[config.mk]
export PLATFORM = sky130hd
export DESIGN_NAME = safety_interlock_mode_gate
export DESIGN_NICKNAME = d
export VERILOG_FILES = /design/src/hdl/sync_2ff.v /design/src/hdl/reg_port.v /design/src/hdl/safety_interlock_mode_gate.v
export VERILOG_INCLUDE_DIRS = /design/src /design/src/hdl
export SDC_FILE = /design/constraint.sdc
export NUM_CORES = 1
export LEC_CHECK = 0
export BUFFER_PORTS_ARGS = -buffer_cell sky130_fd_sc_hd__buf_2
export CAP_MARGIN = 0
export CORE_AREA = 2 2 80 82
export DETAILED_ROUTE_END_ITERATION = 8
export DIE_AREA = 0 0 82 84
export GPL_TIMING_DRIVEN = 1
export PLACE_DENSITY = 0.66
export SETUP_SLACK_MARGIN = 0.05
export SLEW_MARGIN = 20
export SYNTH_ARGS = -nofsm -noshare
export SYNTH_HDL_FRONTEND = slang
export SYNTH_HIERARCHICAL = 1
export SYNTH_SLANG_ARGS = --single-unit
[constraint.sdc]
create_clock -name I_REF_CLK -period 1.7 [get_ports I_REF_CLK]
set_input_delay 0.255 -clock I_REF_CLK [delete_from_list [all_inputs] [get_ports I_REF_CLK]]
set_output_delay 0.255 -clock I_REF_CLK [all_outputs]
set_load 0.005 [all_outputs]
[src/hdl/interlock_defines.vh]
// Constants for the safety interlock and mode gate block.
// Assumes a 200 MHz reference clock and switch inputs already debounced outside.
`ifndef INTERLOCK_DEFINES_VH
`define INTERLOCK_DEFINES_VH
`define REG_CTRL 4'h0
`define REG_STAT 4'h1
`define REG_IRQ_STAT 4'h2
`define REG_IRQ_MASK 4'h3
`define CTRL_SERVO_REQ 0
`define CTRL_AUTO_RUN 1
`define CTRL_JOG_REQ 2
`define CTRL_BRAKE_REQ 3
`define CTRL_ALARM_RESET 4
`define CTRL_WIDTH 4
`define IRQ_DOOR_ERR 0
`define IRQ_SERVO_DROP 1
`define IRQ_ENABLE_LOST 2
`define IRQ_WIDTH 3
`define IRQ_MASK_RESET 3'h0
`define STAT_SERVO_ON 0
`define STAT_AUTO_RUN 1
`define STAT_DOOR_ERROR 2
`define STAT_DOOR_CLOSED 3
`define STAT_MODE_AUTO 4
`define STAT_PENDANT_EN 5
`define STAT_ENSW_LSB 6
`define STAT_ENSW_MSB 7
`define ENSW_RELEASED 2'h0
`define ENSW_LIGHT 2'h1
`define ENSW_FULL 2'h2
`endif

[src/hdl/sync_2ff.v]
// Two flip-flop synchroniser for a bundle of slow pin levels.
// Assumes inputs are static for several clocks around each change.
module sync_2ff #(
    parameter WIDTH = 1
) (
    input wire i_clk,
    input wire i_rst,
    input wire [WIDTH-1:0] i_async,
    output reg [WIDTH-1:0] o_sync
);
    reg [WIDTH-1:0] stage;

    always @(posedge i_clk or posedge i_rst) begin
        if (i_rst) begin
            stage <= {WIDTH{1'b0}};
            o_sync <= {WIDTH{1'b0}};
        end else begin
            stage <= i_async;
            o_sync <= stage;
        end
    end
endmodule // sync_2ff

[src/hdl/reg_port.v]
// Register port: address decode, write strobe and one-cycle-late read data.
// Assumes strobes are single cycle and never both at once.
`include "interlock_defines.vh"
module reg_port (
    input wire i_clk,
    input wire i_rst,
    input wire [3:0] i_addr,
    input wire [31:0] i_wdata,
    input wire i_wr,
    input wire i_rd,
    input wire [`IRQ_WIDTH-1:0] i_events,
    input wire [31:0] i_stat_word,
    output reg [31:0] o_rdata,
    output reg [`CTRL_WIDTH-1:0] o_ctrl,
    output reg o_alarm_reset,
    output reg [`IRQ_WIDTH-1:0] o_irq_stat,
    output reg [`IRQ_WIDTH-1:0] o_irq_mask
);
    wire wr_ctrl = i_wr && (i_addr == `REG_CTRL);
    wire wr_istat = i_wr && (i_addr == `REG_IRQ_STAT);
    wire wr_imask = i_wr && (i_addr == `REG_IRQ_MASK);
    reg [31:0] next_rdata;

    always @* begin
        case (i_addr)
            `REG_CTRL: next_rdata = {{(32-`CTRL_WIDTH){1'b0}}, o_ctrl};
            `REG_STAT: next_rdata = i_stat_word;
            `REG_IRQ_STAT: next_rdata = {{(32-`IRQ_WIDTH){1'b0}}, o_irq_stat};
            `REG_IRQ_MASK: next_rdata = {{(32-`IRQ_WIDTH){1'b0}}, o_irq_mask};
            default: next_rdata = 32'h0;
        endcase
    end

    always @(posedge i_clk or posedge i_rst) begin
        if (i_rst) begin
            o_rdata <= 32'h0;
            o_ctrl <= {`CTRL_WIDTH{1'b0}};
            o_alarm_reset <= 1'b0;
            o_irq_stat <= {`IRQ_WIDTH{1'b0}};
            o_irq_mask <= `IRQ_MASK_RESET;
        end else begin
            o_rdata <= i_rd ? next_rdata : 32'h0;
            o_alarm_reset <= wr_ctrl && i_wdata[`CTRL_ALARM_RESET];
            if (wr_ctrl)
                o_ctrl <= i_wdata[`CTRL_WIDTH-1:0];
            if (wr_imask)
                o_irq_mask <= i_wdata[`IRQ_WIDTH-1:0];
            // Set wins over write-one-to-clear
            o_irq_stat <= (o_irq_stat & ~(wr_istat ? i_wdata[`IRQ_WIDTH-1:0] : {`IRQ_WIDTH{1'b0}})) | i_events;
        end
    end
endmodule // reg_port

[src/hdl/safety_interlock_mode_gate.v]
// Safety interlock and mode gate: decides servo, jog, brake and automatic permits.
// Assumes switch pins are asynchronous levels; registers reached over a plain port.
`include "interlock_defines.vh"
module safety_interlock_mode_gate (
    input wire I_REF_CLK,
    input wire I_RST,
    input wire I_DOOR_CLOSED,
    input wire I_MODE_AUTO,
    input wire I_PENDANT_ENABLED,
    input wire [1:0] I_ENABLE_SWITCH,
    input wire [3:0] I_ADDR,
    input wire [31:0] I_WDATA,
    input wire I_WR,
    input wire I_RD,
    output wire [31:0] O_RDATA,
    output reg O_SERVO_ON,
    output reg O_JOG_ALLOWED,
    output reg O_BRAKE_RELEASE,
    output reg O_AUTO_RUN,
    output reg O_DOOR_ERROR,
    output reg O_AXIS_SERVO_SYNC_CONTACT,
    output wire O_IRQ
);
    localparam ST_OFF = 3'b001;
    localparam ST_ON = 3'b010;
    localparam ST_FAULT = 3'b100;

    wire door_closed;
    wire mode_auto;
    wire pendant_en;
    wire [1:0] ensw;
    wire [`CTRL_WIDTH-1:0] ctrl;
    wire alarm_reset;
    wire [`IRQ_WIDTH-1:0] irq_stat;
    wire [`IRQ_WIDTH-1:0] irq_mask;
    reg [2:0] state;
    reg [2:0] next_state;
    reg [`IRQ_WIDTH-1:0] events;
    reg manual;
    reg light_grip;
    reg manual_ok;
    reg auto_ok;
    reg servo_allowed;
    reg door_trip;
    reg grip_lost;
    reg [31:0] stat_word;
    reg next_servo_on;
    reg next_sync_contact;
    reg next_door_error;
    reg next_jog_allowed;
    reg next_brake_release;
    reg next_auto_run;

    // Only the light press of the enable switch lets the arm move
    function grip_is_light;
        input [1:0] pos;
        begin
            case (pos)
                `ENSW_LIGHT: grip_is_light = 1'b1;
                `ENSW_RELEASED: grip_is_light = 1'b0;
                `ENSW_FULL: grip_is_light = 1'b0;
                default: grip_is_light = 1'b0;
            endcase
        end
    endfunction

    function state_is_on;
        input [2:0] st;
        begin
            state_is_on = (st == ST_ON);
        end
    endfunction

    function manual_permit;
        input pendant;
        input auto_sel;
        input [1:0] pos;
        begin
            manual_permit = pendant && !auto_sel && grip_is_light(pos);
        end
    endfunction

    function auto_permit;
        input pendant;
        input auto_sel;
        input door;
        begin
            auto_permit = !pendant && auto_sel && door;
        end
    endfunction

    // Events raised when the servo leaves the on state
    function [`IRQ_WIDTH-1:0] drop_events;
        input tripped;
        input grip_gone;
        begin
            drop_events = {`IRQ_WIDTH{1'b0}};
            drop_events[`IRQ_SERVO_DROP] = 1'b1;
            drop_events[`IRQ_DOOR_ERR] = tripped;
            drop_events[`IRQ_ENABLE_LOST] = grip_gone;
        end
    endfunction

    // Each switch level passes two flops before any permit reads it
    sync_2ff #(.WIDTH(1)) u_sync_door (
        .i_clk(I_REF_CLK),
        .i_rst(I_RST),
        .i_async(I_DOOR_CLOSED),
        .o_sync(door_closed)
    );

    sync_2ff #(.WIDTH(1)) u_sync_mode (
        .i_clk(I_REF_CLK),
        .i_rst(I_RST),
        .i_async(I_MODE_AUTO),
        .o_sync(mode_auto)
    );

    sync_2ff #(.WIDTH(1)) u_sync_pendant (
        .i_clk(I_REF_CLK),
        .i_rst(I_RST),
        .i_async(I_PENDANT_ENABLED),
        .o_sync(pendant_en)
    );

    sync_2ff #(.WIDTH(2)) u_sync_grip (
        .i_clk(I_REF_CLK),
        .i_rst(I_RST),
        .i_async(I_ENABLE_SWITCH),
        .o_sync(ensw)
    );

    // Permits from the synchronised switch levels
    always @* begin
        manual = !mode_auto;
        light_grip = grip_is_light(ensw);
        manual_ok = manual_permit(pendant_en, mode_auto, ensw);
        auto_ok = auto_permit(pendant_en, mode_auto, door_closed);
        if (manual) begin
            servo_allowed = manual_ok;
        end else begin
            servo_allowed = auto_ok;
        end
    end

    // Trip conditions only count while the servo is on
    always @* begin
        if (mode_auto && !door_closed && state_is_on(state)) begin
            door_trip = 1'b1;
        end else begin
            door_trip = 1'b0;
        end
        if (manual && pendant_en && !light_grip && state_is_on(state)) begin
            grip_lost = 1'b1;
        end else begin
            grip_lost = 1'b0;
        end
    end

    // Status word for software
    always @* begin
        stat_word = 32'h0;
        stat_word[`STAT_SERVO_ON] = O_SERVO_ON;
        stat_word[`STAT_AUTO_RUN] = O_AUTO_RUN;
        stat_word[`STAT_DOOR_ERROR] = O_DOOR_ERROR;
        stat_word[`STAT_DOOR_CLOSED] = door_closed;
        stat_word[`STAT_MODE_AUTO] = mode_auto;
        stat_word[`STAT_PENDANT_EN] = pendant_en;
        stat_word[`STAT_ENSW_MSB:`STAT_ENSW_LSB] = ensw;
    end

    reg_port u_regs (
        .i_clk(I_REF_CLK),
        .i_rst(I_RST),
        .i_addr(I_ADDR),
        .i_wdata(I_WDATA),
        .i_wr(I_WR),
        .i_rd(I_RD),
        .i_events(events),
        .i_stat_word(stat_word),
        .o_rdata(O_RDATA),
        .o_ctrl(ctrl),
        .o_alarm_reset(alarm_reset),
        .o_irq_stat(irq_stat),
        .o_irq_mask(irq_mask)
    );

    assign O_IRQ = |(irq_stat & irq_mask);

    // Servo state: off, on, latched door fault
    always @* begin
        next_state = state;
        events = {`IRQ_WIDTH{1'b0}};
        case (state)
            ST_OFF: begin
                // Servo-on only on request and while permitted
                if (ctrl[`CTRL_SERVO_REQ] && servo_allowed) begin
                    next_state = ST_ON;
                end
            end
            ST_ON: begin
                if (door_trip) begin
                    next_state = ST_FAULT;
                    events = drop_events(1'b1, 1'b0);
                end else if (!servo_allowed || !ctrl[`CTRL_SERVO_REQ]) begin
                    next_state = ST_OFF;
                    events = drop_events(1'b0, grip_lost);
                end
            end
            ST_FAULT: begin
                // Servo requests are refused until the alarm is reset with the door shut
                if (alarm_reset && door_closed) begin
                    next_state = ST_OFF;
                end
            end
            default: begin
                next_state = ST_OFF;
            end
        endcase
    end

    // Output values, except brake release, follow the state being entered
    always @* begin
        next_servo_on = 1'b0;
        next_sync_contact = 1'b0;
        next_door_error = 1'b0;
        next_jog_allowed = 1'b0;
        next_brake_release = 1'b0;
        next_auto_run = 1'b0;
        case (next_state)
            ST_ON: begin
                next_servo_on = 1'b1;
                next_sync_contact = 1'b1;
                next_jog_allowed = manual_ok && ctrl[`CTRL_JOG_REQ];
                next_auto_run = auto_ok && ctrl[`CTRL_AUTO_RUN];
            end
            ST_FAULT: begin
                next_door_error = 1'b1;
            end
            default: begin
                next_servo_on = 1'b0;
            end
        endcase
        // Brake release does not wait for servo-on
        next_brake_release = manual_ok && ctrl[`CTRL_BRAKE_REQ];
    end

    // State and registered outputs
    always @(posedge I_REF_CLK or posedge I_RST) begin
        if (I_RST) begin
            state <= ST_OFF;
        end else begin
            state <= next_state;
        end
    end

    always @(posedge I_REF_CLK or posedge I_RST) begin
        if (I_RST) begin
            O_SERVO_ON <= 1'b0;
        end else begin
            O_SERVO_ON <= next_servo_on;
        end
    end

    always @(posedge I_REF_CLK or posedge I_RST) begin
        if (I_RST) begin
            O_AXIS_SERVO_SYNC_CONTACT <= 1'b0;
        end else begin
            O_AXIS_SERVO_SYNC_CONTACT <= next_sync_contact;
        end
    end

    always @(posedge I_REF_CLK or posedge I_RST) begin
        if (I_RST) begin
            O_DOOR_ERROR <= 1'b0;
        end else begin
            O_DOOR_ERROR <= next_door_error;
        end
    end

    always @(posedge I_REF_CLK or posedge I_RST) begin
        if (I_RST) begin
            O_JOG_ALLOWED <= 1'b0;
        end else begin
            O_JOG_ALLOWED <= next_jog_allowed;
        end
    end

    always @(posedge I_REF_CLK or posedge I_RST) begin
        if (I_RST) begin
            O_BRAKE_RELEASE <= 1'b0;
        end else begin
            O_BRAKE_RELEASE <= next_brake_release;
        end
    end

    always @(posedge I_REF_CLK or posedge I_RST) begin
        if (I_RST) begin
            O_AUTO_RUN <= 1'b0;
        end else begin
            O_AUTO_RUN <= next_auto_run;
        end
    end
endmodule // safety_interlock_mode_gate

Word level (Yosys, flattened, before mapping)
Index checks and enable logic that the tools add are counted.
{"block": "totals", "word_cells": 77, "out_inout_bits": 39, "input_bits": 45, "regBits": 61}
{"block": "op_classes", "n_reduce_logical": 26, "eq_ne": 9, "bitwise": 4, "muxes": 19}
{"op": "case mux 8 bit (4 select lines)", "count": 1}
{"op": "two-way mux 3 bit", "count": 8}
{"op": "logical AND 1 bit", "count": 17}
{"op": "case mux 3 bit (3 select lines)", "count": 1}
{"op": "equality test 4 x 2 -> 1 bit, second input constant", "count": 2}
{"op": "two-way mux 1 bit", "count": 8}
{"op": "two-way mux 8 bit", "count": 1}
{"op": "AND 3 bit", "count": 2}
{"op": "equality test 3 x 2 -> 1 bit, second input constant", "count": 2}
{"op": "equality test 3 bit, second input constant", "count": 2}
{"op": "zero test 1 bit", "count": 6}
{"op": "equality test 4 x 1 -> 1 bit, second input constant", "count": 1}
{"op": "zero test 4 bit", "count": 1}
{"op": "equality test 3 x 1 -> 1 bit, second input constant", "count": 1}
{"op": "inverter 3 bit", "count": 1}
{"op": "OR 3 bit", "count": 1}
{"op": "OR reduction 3 bit", "count": 1}
{"op": "equality test 2 x 1 -> 1 bit, second input constant", "count": 1}
{"op": "logical OR 1 bit", "count": 1}

Logic depth before layout (Yosys ltp)
Gate-level depths: netlist of the first run.
{"block": "logic_depth", "ltp_word": 11, "mapped_depth": 5, "ltp_nobuf": 5}

Cells and area by module
Netlist of the first run, hierarchy kept.
{"module": "reg_port", "cells_each": 104, "instances": 1, "area_per_inst_um2": 1612.8, "seq_area_each_um2": 1076.0}
{"module": "safety_interlock_mode_gate", "cells_each": 41, "instances": 1, "area_per_inst_um2": 449.2, "seq_area_each_um2": 201.4}
{"module": "sync_2ff at u_sync_door ...", "cells_each": 3, "instances": 3, "area_per_inst_um2": 53.8, "seq_area_each_um2": 50.0}
{"module": "sync_2ff at u_sync_grip", "cells_each": 5, "instances": 1, "area_per_inst_um2": 103.8, "seq_area_each_um2": 100.1}

Worst setup path after synthesis of the first run
Ideal clock, no wire load.
{"block": "synth_timing", "path_type": "input to register", "from": "input port I_ADDR[0]", "to": "register u_regs.o_ctrl[0]", "arrival_ns": 1.306, "path_stages": 4, "slack_ns": 0.269, "setup_ns": 0.125, "required_ns": 1.575, "n_path_buf": 1, "path_cell_list": "buf_6 -> nor4b_4 -> nor2b_1 -> mux2_2"}
{"block": "synth_via", "elab_chain_cells": 2}
{"item": "from (decl)", "line": "safety_interlock_mode_gate.v:11", "source": "input wire [3:0] I_ADDR,"}
{"item": "zero test 4 bit"}
{"item": "logical AND 1 bit", "line": "reg_port.v:19", "source": "wire wr_ctrl = i_wr && (i_addr == `REG_CTRL);"}
{"item": "to (signal assigned)", "line": "reg_port.v:37", "source": "o_ctrl <= {`CTRL_WIDTH{1'b0}};"}
{"item": "to (signal assigned)", "line": "reg_port.v:45", "source": "o_ctrl <= i_wdata[`CTRL_WIDTH-1:0];"}
{"item": "to (decl)", "line": "reg_port.v:14", "source": "output reg [`CTRL_WIDTH-1:0] o_ctrl,"}
No other way between the ends.
A chain may end at the register's enable or synchronous reset.

Worst setup path after layout of the first run
{"block": "layout_timing", "from": "register u_regs.o_irq_stat[0]", "to": "output port O_IRQ"}
{"block": "layout_via", "elab_chain_cells": 2}
{"item": "from (decl)", "line": "reg_port.v:16", "source": "output reg [`IRQ_WIDTH-1:0] o_irq_stat,"}
{"item": "from (signal assigned)", "line": "reg_port.v:39", "source": "o_irq_stat <= {`IRQ_WIDTH{1'b0}};"}
{"item": "from (signal assigned)", "line": "reg_port.v:49", "source": "o_irq_stat <= (o_irq_stat & ~(wr_istat ? i_wdata[`IRQ_WIDTH-1:0] : {`IRQ_WIDTH{1'b0}})) | i_events;"}
{"item": "AND 3 bit", "line": "safety_interlock_mode_gate.v:188", "source": "assign O_IRQ = |(irq_stat & irq_mask);"}
{"item": "OR reduction 3 bit", "line": "safety_interlock_mode_gate.v:188"}
{"item": "to (decl)", "line": "safety_interlock_mode_gate.v:22", "source": "output wire O_IRQ"}
No other way between the ends.

==> flow_summary_export.csv, run 1 <==
group,metric,value,unit
sta,skew,5.48,ps
floorplanning,io_pins,84,
worst_setup_path,cpPeakStageDelay,400,ps
pwr,vdd_ir_drop_max,0.448,mV
detailed_routing,wl_per_cell,11.5,um
global_route,grt_pass1_vias,1339,
layout,ff_latch_area,0.00153,mm2
floorplanning,core_area,0.00610,mm2
global_route,grt_max_degree,25,
worst_setup_path,crit_path_start_kind,"flip-flop",
sta,timing.fmax,664,MHz
sta,layout_setup_ws,193,ps
clock_tree,cts_max_path_buffers,2,
sta,hold_viol,0,
placement,port_buffers,56,
detailed_routing,vias_per_cell,4.24,
layout,fillers,573,
floorplanning,die_h,84,um
sta,slew_headroom,53.1,%
clock_tree,cts_setup_buffers,0,
floorplanning,fp.dieArea,0.00689,mm2
logic_synthesis,synth_top_area_share,64.5,%
detailed_routing,vias,1409,
clock_tree,clk_latency,330,ps
logic_synthesis,ys_seq_elements,61,
floorplanning,std_cell_rows,29,
layout,final_nets,296,
worst_setup_path,worstPathArrival,1250,ps
layout,drive_gt1_share,44.7,%
global_route,antenna_found_initial,0,
clock_tree,cts_buffers,9,
global_route,grt_pass1_wl,6380,um
logic_synthesis,netlist_instances,159,
logic_synthesis,yosysSeqAreaShare,65.6,%
detailed_routing,drc,0,
layout,area_delta_synth_final,28.5,%
global_route,grt_usage,12.8,%
placement,routabilityCongestion,0.790,
clock_tree,clock_sinks,61,
clock_tree,cts_tree,"done",
sta,finalSetupViolations,0,
worst_setup_path,worstPathMaxFanout,3,
pwr,power_density,1040,mW/mm2
sta,drv_slew,0,
outcome,status,"finished clean",
worst_setup_path,cp-end-kind,"primary output",
clock_tree,cts.htree.levels,3,
logic_synthesis,ys_types,38,
detailed_routing,drtIter0Drc,60,
logic_synthesis,syn_avg_cell_area,14.6,um2
placement,dp_hpwl,2920,um
sta,rsz0062_at_grt,"false",
layout,multi_input_area,815,um2
layout,final_area,0.00299,mm2
sta,fin_crit_sh,88.6,%
placement,place_area,0.00280,mm2
worst_setup_path,worstPathRequired,1440,ps
pwr,leakage,1.63,nW
job,maxCapViolCount,0,
global_route,grt_overflow,0,
sta,fin_setup_tns,0,ps
logic_synthesis,synth_area_leader_cell,"dfrtp_1",
worst_setup_path,path_cells,"a222oi_1 > inv_1 > buf_2",
detailed_routing,routed_wl,3830,um
logic_synthesis,syn_area,0.00233,mm2
floorplanning,start_util,38.2,%
sta,worstMarginPinSlew,699,ps
sta,hold_ws,28.5,ps
worst_setup_path,cp_slowest_cell,"dfrtp_1",
worst_setup_path,path_class,"flip-flop to primary output",
logic_synthesis,yosys_warnings,6,
logic_synthesis,synthTopCellsByArea,"dfrtp_1, and2_1, and2_2, mux2_2, mux4_2",
clock_tree,root_buffer,"clkbuf_8",
detailed_routing,drt_first_pass_iters,4,
hold_path,worstHoldPathType,"input pin to flip-flop",
detailed_routing,ant_nets,0,
sta,period_needed,1510,ps
placement,dp_worst_setup_slack,180,ps
floorplanning,fp.dieW,82,um
layout,antenna-diode-count,0,
clock_tree,clk_pin_slew,60,ps
==> repair_timing <==
item	4_1_cts	5_1_grt
resized for setup	0	0
endpoints found under the setup margin	0	0
hold buffers	1	0
endpoints found under the hold margin	17	0
==> flip-flops by register name, summed over array words and instances, names as in the netlist, 2 cells and up <==
register and cells:
state 3, u_regs/o_ctrl 4, u_regs/o_irq_mask 3, u_regs/o_irq_stat 3, u_regs/o_rdata 32, u_sync_grip/o_sync 2
u_sync_grip/stage 2
==> Yosys cell counts (all sizes together) <==
cell	number
nor4b	2
mux2i	1
nor2	5
a21oi	1
dfstp	1
and3b	2
nand2	2
nor3b	1
and4	2
nor2b	4
a21o	3
or3b	1
nor3	4
buf	4
nand3	3
o21ai	1
inv	7
mux2	7
nand4b	1
dfrtp	60
mux4	3
o22a	1
o21ba	1
o2bb2ai	1
or2	1
nor4	1
and2	30
conb	1
and2b	4
clkbuf	1
nand2b	2
a222oi	1
==> logic make-up after synthesis <==
group                  Yosys count  synth area share [%]
other                            1                 0.161
AO/OA/AOI/OAI                    9                  3.66
flip-flops                      61                  65.6
buffers and inverters           12                  3.06
AND/OR/NAND/NOR                 65                  20.8
multiplexers                    11                  6.72
==> cell usage in the layout (no fill, tap or decap), types with 2 or more instances in the layout <==
master,n
and4_1,2
a21o_1,3
clkbuf_1,2
nand3_1,3
and3b_1,2
clkbuf_8,12
mux4_2,3
nor3_1,4
nor2b_1,2
conb_1,24
nand2b_1,2
mux2_2,7
buf_4,5
and2_2,13
buf_2,56
and2_1,17
nor2_1,5
inv_1,6
and2b_2,3
nand2_1,2
dfrtp_1,60
==> power breakdown <==
part | switching, mW | internal, mW
registers | 0.0857 | 1.56
logic | 0.147 | 0.189
clock network | 0.493 | 0.639
==> metal layers <==
layer	GRT usage [%]	vias to the layer above	routed length, um
li1	-	685	-
met1	17.0	667	1730
met2	17.5	48	1750
met3	4.00	9	240
met4	9.09	0	112
met5	0	-	0
==> critical path, delay by kind of cell (launching register included) <==
kind	cells	cell delay, ps
buf+inv	2	190
flops	1	400
compound gates	1	330
==> through the flow <==
step                utilization (%)  cells  power (mW)
CTS                            49.1    332        3.16
global placement               46.0    316        2.00
global route                   49.1    332        3.29
floorplan                         -    182        1.90
detailed placement             46.0    316        2.01
finish                         49.1    332        3.11
==> final cells by class <==
class                      instances  area share, %
inverter                           7          0.879
tap                               77           3.22
clock inverter                     1          0.167
multi-input combinational        109           27.2
timing repair buffer              63           11.6
clock buffer                      14           5.77
sequential                        61           51.1
==> final timing paths <==
check,startpoint,end,slack (ps),cells past startpoint
worst max-delay path,u_regs/o_irq_stat[0],O_IRQ,190,3
worst min-delay path,I_ENABLE_SWITCH[0],u_sync_grip/stage[0],30,1
max in group asynchronous,I_RST,u_regs/o_rdata[8],650,4
worst max register to register,u_sync_grip/o_sync[0],u_regs/o_irq_stat[1],400,5
worst min register to register,u_sync_mode/stage,u_sync_mode/o_sync,350,0
min in group asynchronous,I_RST,u_sync_pendant/stage,370,3
(Power assumes the default switching activity.)
==> run 2: changes to the inputs <==
--- a/config.mk
+++ b/config.mk
@@ -8,11 +8,12 @@
 export LEC_CHECK = 0
 export BUFFER_PORTS_ARGS = -buffer_cell sky130_fd_sc_hd__buf_2
 export CAP_MARGIN = 0
-export CORE_AREA = 2 2 80 82
+export CORE_AREA = 2 2 69 71
+export CTS_BUF_LIST = sky130_fd_sc_hd__clkbuf_4 sky130_fd_sc_hd__clkbuf_8 sky130_fd_sc_hd__clkbuf_16
 export DETAILED_ROUTE_END_ITERATION = 8
-export DIE_AREA = 0 0 82 84
+export DIE_AREA = 0 0 71 73
 export GPL_TIMING_DRIVEN = 1
-export PLACE_DENSITY = 0.66
+export PLACE_DENSITY = 0.85
 export SETUP_SLACK_MARGIN = 0.05
 export SLEW_MARGIN = 20
 export SYNTH_ARGS = -nofsm -noshare
==> flow_summary_export.csv, run 2 (synthesized netlist as in run 1, its figures left out) <==
group,metric,value,unit
outcome,status,"finished clean",
sta,timing.fmax,661,MHz
detailed_routing,wl_per_cell,13.2,um
layout,top_regs,"u_regs/o_rdata: 32 flops, u_regs/o_ctrl: 4 flops",
detailed_routing,vias_per_cell,4.62,
placement,port_buffers,56,
detailed_routing,drtIter0Drc,94,
detailed_routing,drt_first_pass_iters,4,
global_route,antenna_found_initial,0,
clock_tree,clk_latency,330,ps
detailed_routing,ant_nets,0,
floorplanning,std_cell_rows,25,
layout,regMostFlops,"u_regs/o_rdata",
pwr,power_density,1180,mW/mm2
sta,worstMarginPinSlew,518,ps
sta,layout_setup_ws,186,ps
clock_tree,cts.htree.levels,3,
clock_tree,cts_buffers,9,
sta,fin_crit_sh,89.0,%
clock_tree,cts_max_path_buffers,2,
sta,skew,4.20,ps
placement,dp_hpwl,2920,um
sta,slew_headroom,65.5,%
layout,fin_cells,307,
clock_tree,root_buffer,"clkbuf_8",
layout,largest_register_ffs,32,
clock_tree,clock_sinks,61,
floorplanning,fp.dieW,71,um
job,maxCapViolCount,0,
floorplanning,io_pins,84,
global_route,grt_pass1_vias,1379,
layout,drive_gt1_share,45.1,%
global_route,grt_overflow,0,
sta,hold_ws,30.9,ps
global_route,grt_max_degree,43,
worst_setup_path,crit_family,"flip-flops",
worst_setup_path,path_buf_inv,2,
worst_setup_path,worstPathRequired,1440,ps
detailed_routing,routed_wl,4040,um
clock_tree,clk_pin_slew,60,ps
placement,dp_worst_setup_slack,208,ps
worst_setup_path,crit_path_start_kind,"flip-flop",
sta,finalSetupViolations,0,
sta,fin_setup_tns,0,ps
worst_setup_path,worstPathArrival,1260,ps
detailed_routing,drc,0,
floorplanning,core_area,0.00454,mm2
pwr,vdd_ir_drop_max,0.733,mV
worst_setup_path,path_class,"flip-flop to primary output",
layout,final_nets,294,
sta,period_needed,1510,ps
worst_setup_path,cp-end-kind,"primary output",
sta,drv_slew,0,
detailed_routing,vias,1417,
placement,place_inst,291,
hold_path,worstHoldPathType,"input pin to flip-flop",
sta,hold_viol,0,
floorplanning,start_util,51.3,%
layout,final_common_cell,"dfrtp_1",
layout,antenna-diode-count,0,
floorplanning,fp.dieArea,0.00518,mm2
layout,area_delta_synth_final,29.0,%
floorplanning,die_h,73,um
global_route,grt_pass1_wl,6730,um
pwr,leakage,1.65,nW
clock_tree,cts_tree,"done",
worst_setup_path,cp_slowest_cell,"dfrtp_1",
worst_setup_path,worstPathMaxFanout,3,
clock_tree,cts_resized,0,
placement,routabilityCongestion,0.816,
sta,rsz0062_at_grt,"false",
worst_setup_path,cpPeakStageDelay,410,ps
global_route,grt_usage,17.9,%
worst_setup_path,path_cells,"a222oi_1 > inv_1 > buf_2",
layout,layout_common_cells,"dfrtp_1, buf_2, conb_1, and2_1, and2_2",
run 2: changes by cell type in the layout (fill, tap and decap cells not counted), sizes merged:
| cell | before | now |
|---|---|---|
| bufinv | 0 | 3 |
| clkbuf | 14 | 11 |
| buf | 62 | 60 |
| clkinv | 2 | 1 |
| inv | 6 | 7 |
run 2: final timing paths:
check                      slack (ps)                  from  depth (start not counted)                     to
max                               190  u_regs/o_irq_stat[0]                          3                  O_IRQ
min                                30     I_PENDANT_ENABLED                          1   u_sync_pendant/stage
max reg2reg                       400              state[2]                          4   u_regs/o_irq_stat[2]
min reg2reg                       350  u_sync_pendant/stage                          0  u_sync_pendant/o_sync
max in group asynchronous         670                 I_RST                          4     u_regs/o_rdata[13]
min in group asynchronous         350                 I_RST                          3   u_regs/o_alarm_reset
run 2: worst reg2reg max path, delay by kind of cell (launching register included):
| kind | cells | cell delay (ps) |
|---|---|---|
| DFF | 1 | 450 |
| AOI/OAI and AO/OA | 1 | 120 |
| and+or+nand+nor | 3 | 680 |
run 2: metal layers:
metal	global-route usage, %	share of wire, %	vias up
li1	-	-	681
met3	6.08	5.4	11
met5	0	0	-
met4	9.64	1.8	0
met2	29.0	52	53
met1	21.2	40	672
run 2: power by group:
group          internal [mW]  leakage [nW]  switching, mW
Sequential              1.56         0.810         0.0959
Clock                   1.04         0.125          0.520
Combinational          0.184         0.720          0.147
Total                   2.79          1.65          0.763
run 2: repair_timing:
action / 4_1_cts / 5_1_grt
endpoints found under the hold margin: 18 / 0
hold buffers: 1 / 0
setup buffers: 0 / 0
run 2: metrics by stage:
step | util (%) | instance area [um2] | power [mW]
final | 66.2 | 3000 | 3.55
after global routing | 66.2 | 3000 | 3.71
after CTS | 66.2 | 3000 | 3.58
after detailed placement | 60.6 | 2750 | 2.01
after global placement | 60.6 | 2750 | 1.99
after floorplan | - | 2410 | 1.90
run 2: cell type report:
cell class / count / area [um2]
fillers: 338 / 1530
flip-flops and latches: 61 / 1530
multi-input cells: 109 / 815
repair buffers: 61 / 320
clock buffers: 11 / 151
clock inverters: 4 / 95.1
well taps: 54 / 67.6
inverters: 7 / 26.3
==> run 3: changes to the inputs <==
--- a/config.mk
+++ b/config.mk
@@ -6,14 +6,15 @@
 export SDC_FILE = /design/constraint.sdc
 export NUM_CORES = 1
 export LEC_CHECK = 0
+export ABC_CLOCK_PERIOD_IN_PS = 1600
 export BUFFER_PORTS_ARGS = -buffer_cell sky130_fd_sc_hd__buf_2
 export CAP_MARGIN = 0
-export CORE_AREA = 2 2 69 71
+export CORE_AREA = 2 2 72 74
 export CTS_BUF_LIST = sky130_fd_sc_hd__clkbuf_4 sky130_fd_sc_hd__clkbuf_8 sky130_fd_sc_hd__clkbuf_16
 export DETAILED_ROUTE_END_ITERATION = 8
-export DIE_AREA = 0 0 71 73
+export DIE_AREA = 0 0 74 76
 export GPL_TIMING_DRIVEN = 1
-export PLACE_DENSITY = 0.85
+export PLACE_DENSITY = 0.79
 export SETUP_SLACK_MARGIN = 0.05
 export SLEW_MARGIN = 20
 export SYNTH_ARGS = -nofsm -noshare
==> constraint.sdc (replaced) <==
create_clock -name I_REF_CLK -period 1.6 [get_ports I_REF_CLK]
set_input_delay 0.24 -clock I_REF_CLK [delete_from_list [all_inputs] [get_ports I_REF_CLK]]
set_output_delay 0.24 -clock I_REF_CLK [all_outputs]
set_load 0.005 [all_outputs]
==> flow_summary_export.csv, run 3 (synthesized netlist as in run 1, its figures left out) <==
group,metric,value,unit
sta,finalSetupViolations,0,
pwr,vdd_ir_drop_max,0.671,mV
worst_setup_path,reg2reg_from,"u_sync_grip/o_sync[0]",
layout,area_delta_synth_final,32.3,%
detailed_routing,drt_first_pass_iters,4,
hold_path,hp-start,"I_WDATA[4]",
global_route,antenna_found_initial,0,
floorplanning,io_pins,84,
layout,drive_gt1_share,45.2,%
clock_tree,clk_pin_slew,70,ps
worst_setup_path,r2r_slack,290,ps
detailed_routing,vias_per_cell,4.31,
floorplanning,std_cell_rows,26,
outcome,status,"finished clean",
worst_setup_path,cp_num_cells,3,
worst_setup_path,cp-startpoint,"u_regs/o_irq_stat[0]",
worst_setup_path,crit_family,"flip-flops",
detailed_routing,routed_wl,3860,um
worst_setup_path,cp-endpoint,"O_IRQ",
worst_setup_path,path_class,"flip-flop to primary output",
layout,final_area,0.00308,mm2
placement,routabilityCongestion,0.830,
worst_setup_path,reg2reg_to,"u_regs/o_irq_stat[1]",
placement,place_area,0.00279,mm2
floorplanning,core_area,0.00491,mm2
global_route,grt_pass1_wl,6420,um
floorplanning,start_util,47.4,%
job,maxCapViolCount,0,
global_route,grt_pass1_vias,1404,
layout,top_regs,"u_regs/o_rdata: 32 flops, u_regs/o_ctrl: 4 flops",
layout,layout_common_cells,"dfrtp_1, buf_2, conb_1, and2_1, and2_2",
global_route,grt_max_degree,42,
clock_tree,cts_tree,"done",
detailed_routing,vias,1434,
sta,period_needed,1470,ps
clock_tree,clock_sinks,61,
detailed_routing,drc,0,
global_route,grt_overflow,0,
placement,dp_hpwl,2760,um
worst_setup_path,crit_path_start_kind,"flip-flop",
worst_setup_path,cp_slowest_cell,"dfrtp_1",
detailed_routing,wl_per_cell,11.6,um
layout,final_nets,303,
clock_tree,root_buffer,"clkbuf_8",
clock_tree,cts_buffers,9,
worst_setup_path,worstPathRequired,1360,ps
global_route,grt_usage,15.8,%
layout,largest_register_ffs,32,
sta,hold_viol,0,
layout,final_common_cell,"dfrtp_1",
worst_setup_path,path_buf_inv,2,
layout,regMostFlops,"u_regs/o_rdata",
pwr,power_density,1150,mW/mm2
sta,fin_crit_sh,91.9,%
worst_setup_path,worstPathMaxFanout,3,
clock_tree,cts_resized,0,
layout,antenna-diode-count,0,
detailed_routing,ant_nets,0,
sta,drv_slew,0,
floorplanning,die_h,76,um
pwr,leakage,1.68,nW
floorplanning,fp.dieArea,0.00562,mm2
detailed_routing,drtIter0Drc,90,
worst_setup_path,cp-end-kind,"primary output",
clock_tree,clk_latency,340,ps
clock_tree,cts.htree.levels,3,
layout,fillers,377,
clock_tree,cts_max_path_buffers,2,
sta,skew,7.81,ps
worst_setup_path,path_cells,"a222oi_1 > inv_1 > buf_2",
worst_setup_path,worstPathArrival,1230,ps
layout,final_util,62.7,%
placement,port_buffers,56,
worst_setup_path,cpPeakStageDelay,400,ps
hold_path,worstHoldPathType,"input pin to flip-flop",
floorplanning,fp.dieW,74,um
worst_setup_path,rr_worst_depth,5,
sta,fin_setup_tns,0,ps
sta,rsz0062_at_grt,"true",
sta,timing.fmax,680,MHz
-- run 3: cell count changes in the layout (fill, tap and decap cells not counted), sizes merged --
cell / delta
clkinv: +1
buf: +4
bufinv: -2
clkinvlp: +2
dlygate4sd3: +5
-- run 3: how the worst min path moves through the flow --
stage                                        to  slack, ps  cells after the start
after floorplan              u_sync_door/o_sync        -20                      1
after global placement    u_sync_pendant/o_sync        140                      2
final                      u_regs/o_alarm_reset        100                      2
after detailed placement      u_sync_door/stage        140                      2
after CTS                  u_regs/o_alarm_reset         90                      2
after global routing       u_regs/o_alarm_reset         90                      2
-- run 3: layout make-up --
| cell class | instances | area [um2] | area share [%] |
|---|---|---|---|
| clock buffers | 11 | 151 | 4.92 |
| clock inverters | 5 | 58.8 | 1.91 |
| inverters | 7 | 26.3 | 0.853 |
| multi-input cells | 109 | 815 | 26.5 |
| flip-flops and latches | 61 | 1530 | 49.6 |
| well taps | 70 | 87.6 | 2.84 |
| repair buffers | 70 | 413 | 13.4 |
-- run 3: metal layers --
| metal | global-route usage [%] | part of all wire (%) |
|---|---|---|
| met1 | 19.7 | 43 |
| met2 | 22.8 | 48 |
| met3 | 5.16 | 6.1 |
| met4 | 10.9 | 2.5 |
| met5 | 0 | 0 |
-- run 3: timing repair --
| item | in CTS | in global routing |
|---|---|---|
| hold endpoints to repair | 24 | 0 |
| hold buffers | 6 | 0 |
| buffers inserted | 0 | 2 |
| setup endpoints to repair | 0 | 1 |
-- run 3: worst reg2reg max path: stages (launching register included) --
cell,delay (ps)
dfrtp_1,370
nor2b_4,130
and3b_1,210
o21ai_2,260
nor2b_1,180
a21o_1,90
-- run 3: through the flow --
step	setup WS (ps)	hold slack, ps	instances	power (mW)
after global placement	181	143	309	2.12
after floorplan	184	-18.8	182	2.02
after global routing	36.6	93.3	333	3.70
after CTS	72.9	86.6	331	3.55
final	129	104	333	3.54
after detailed placement	137	144	309	2.14
-- run 3: report_power, final --
part | internal, mW | leakage [nW] | switching (mW)
logic | 0.230 | 0.766 | 0.169
clock network | 0.803 | 0.102 | 0.597
registers | 1.66 | 0.810 | 0.0864
total | 2.69 | 1.68 | 0.852
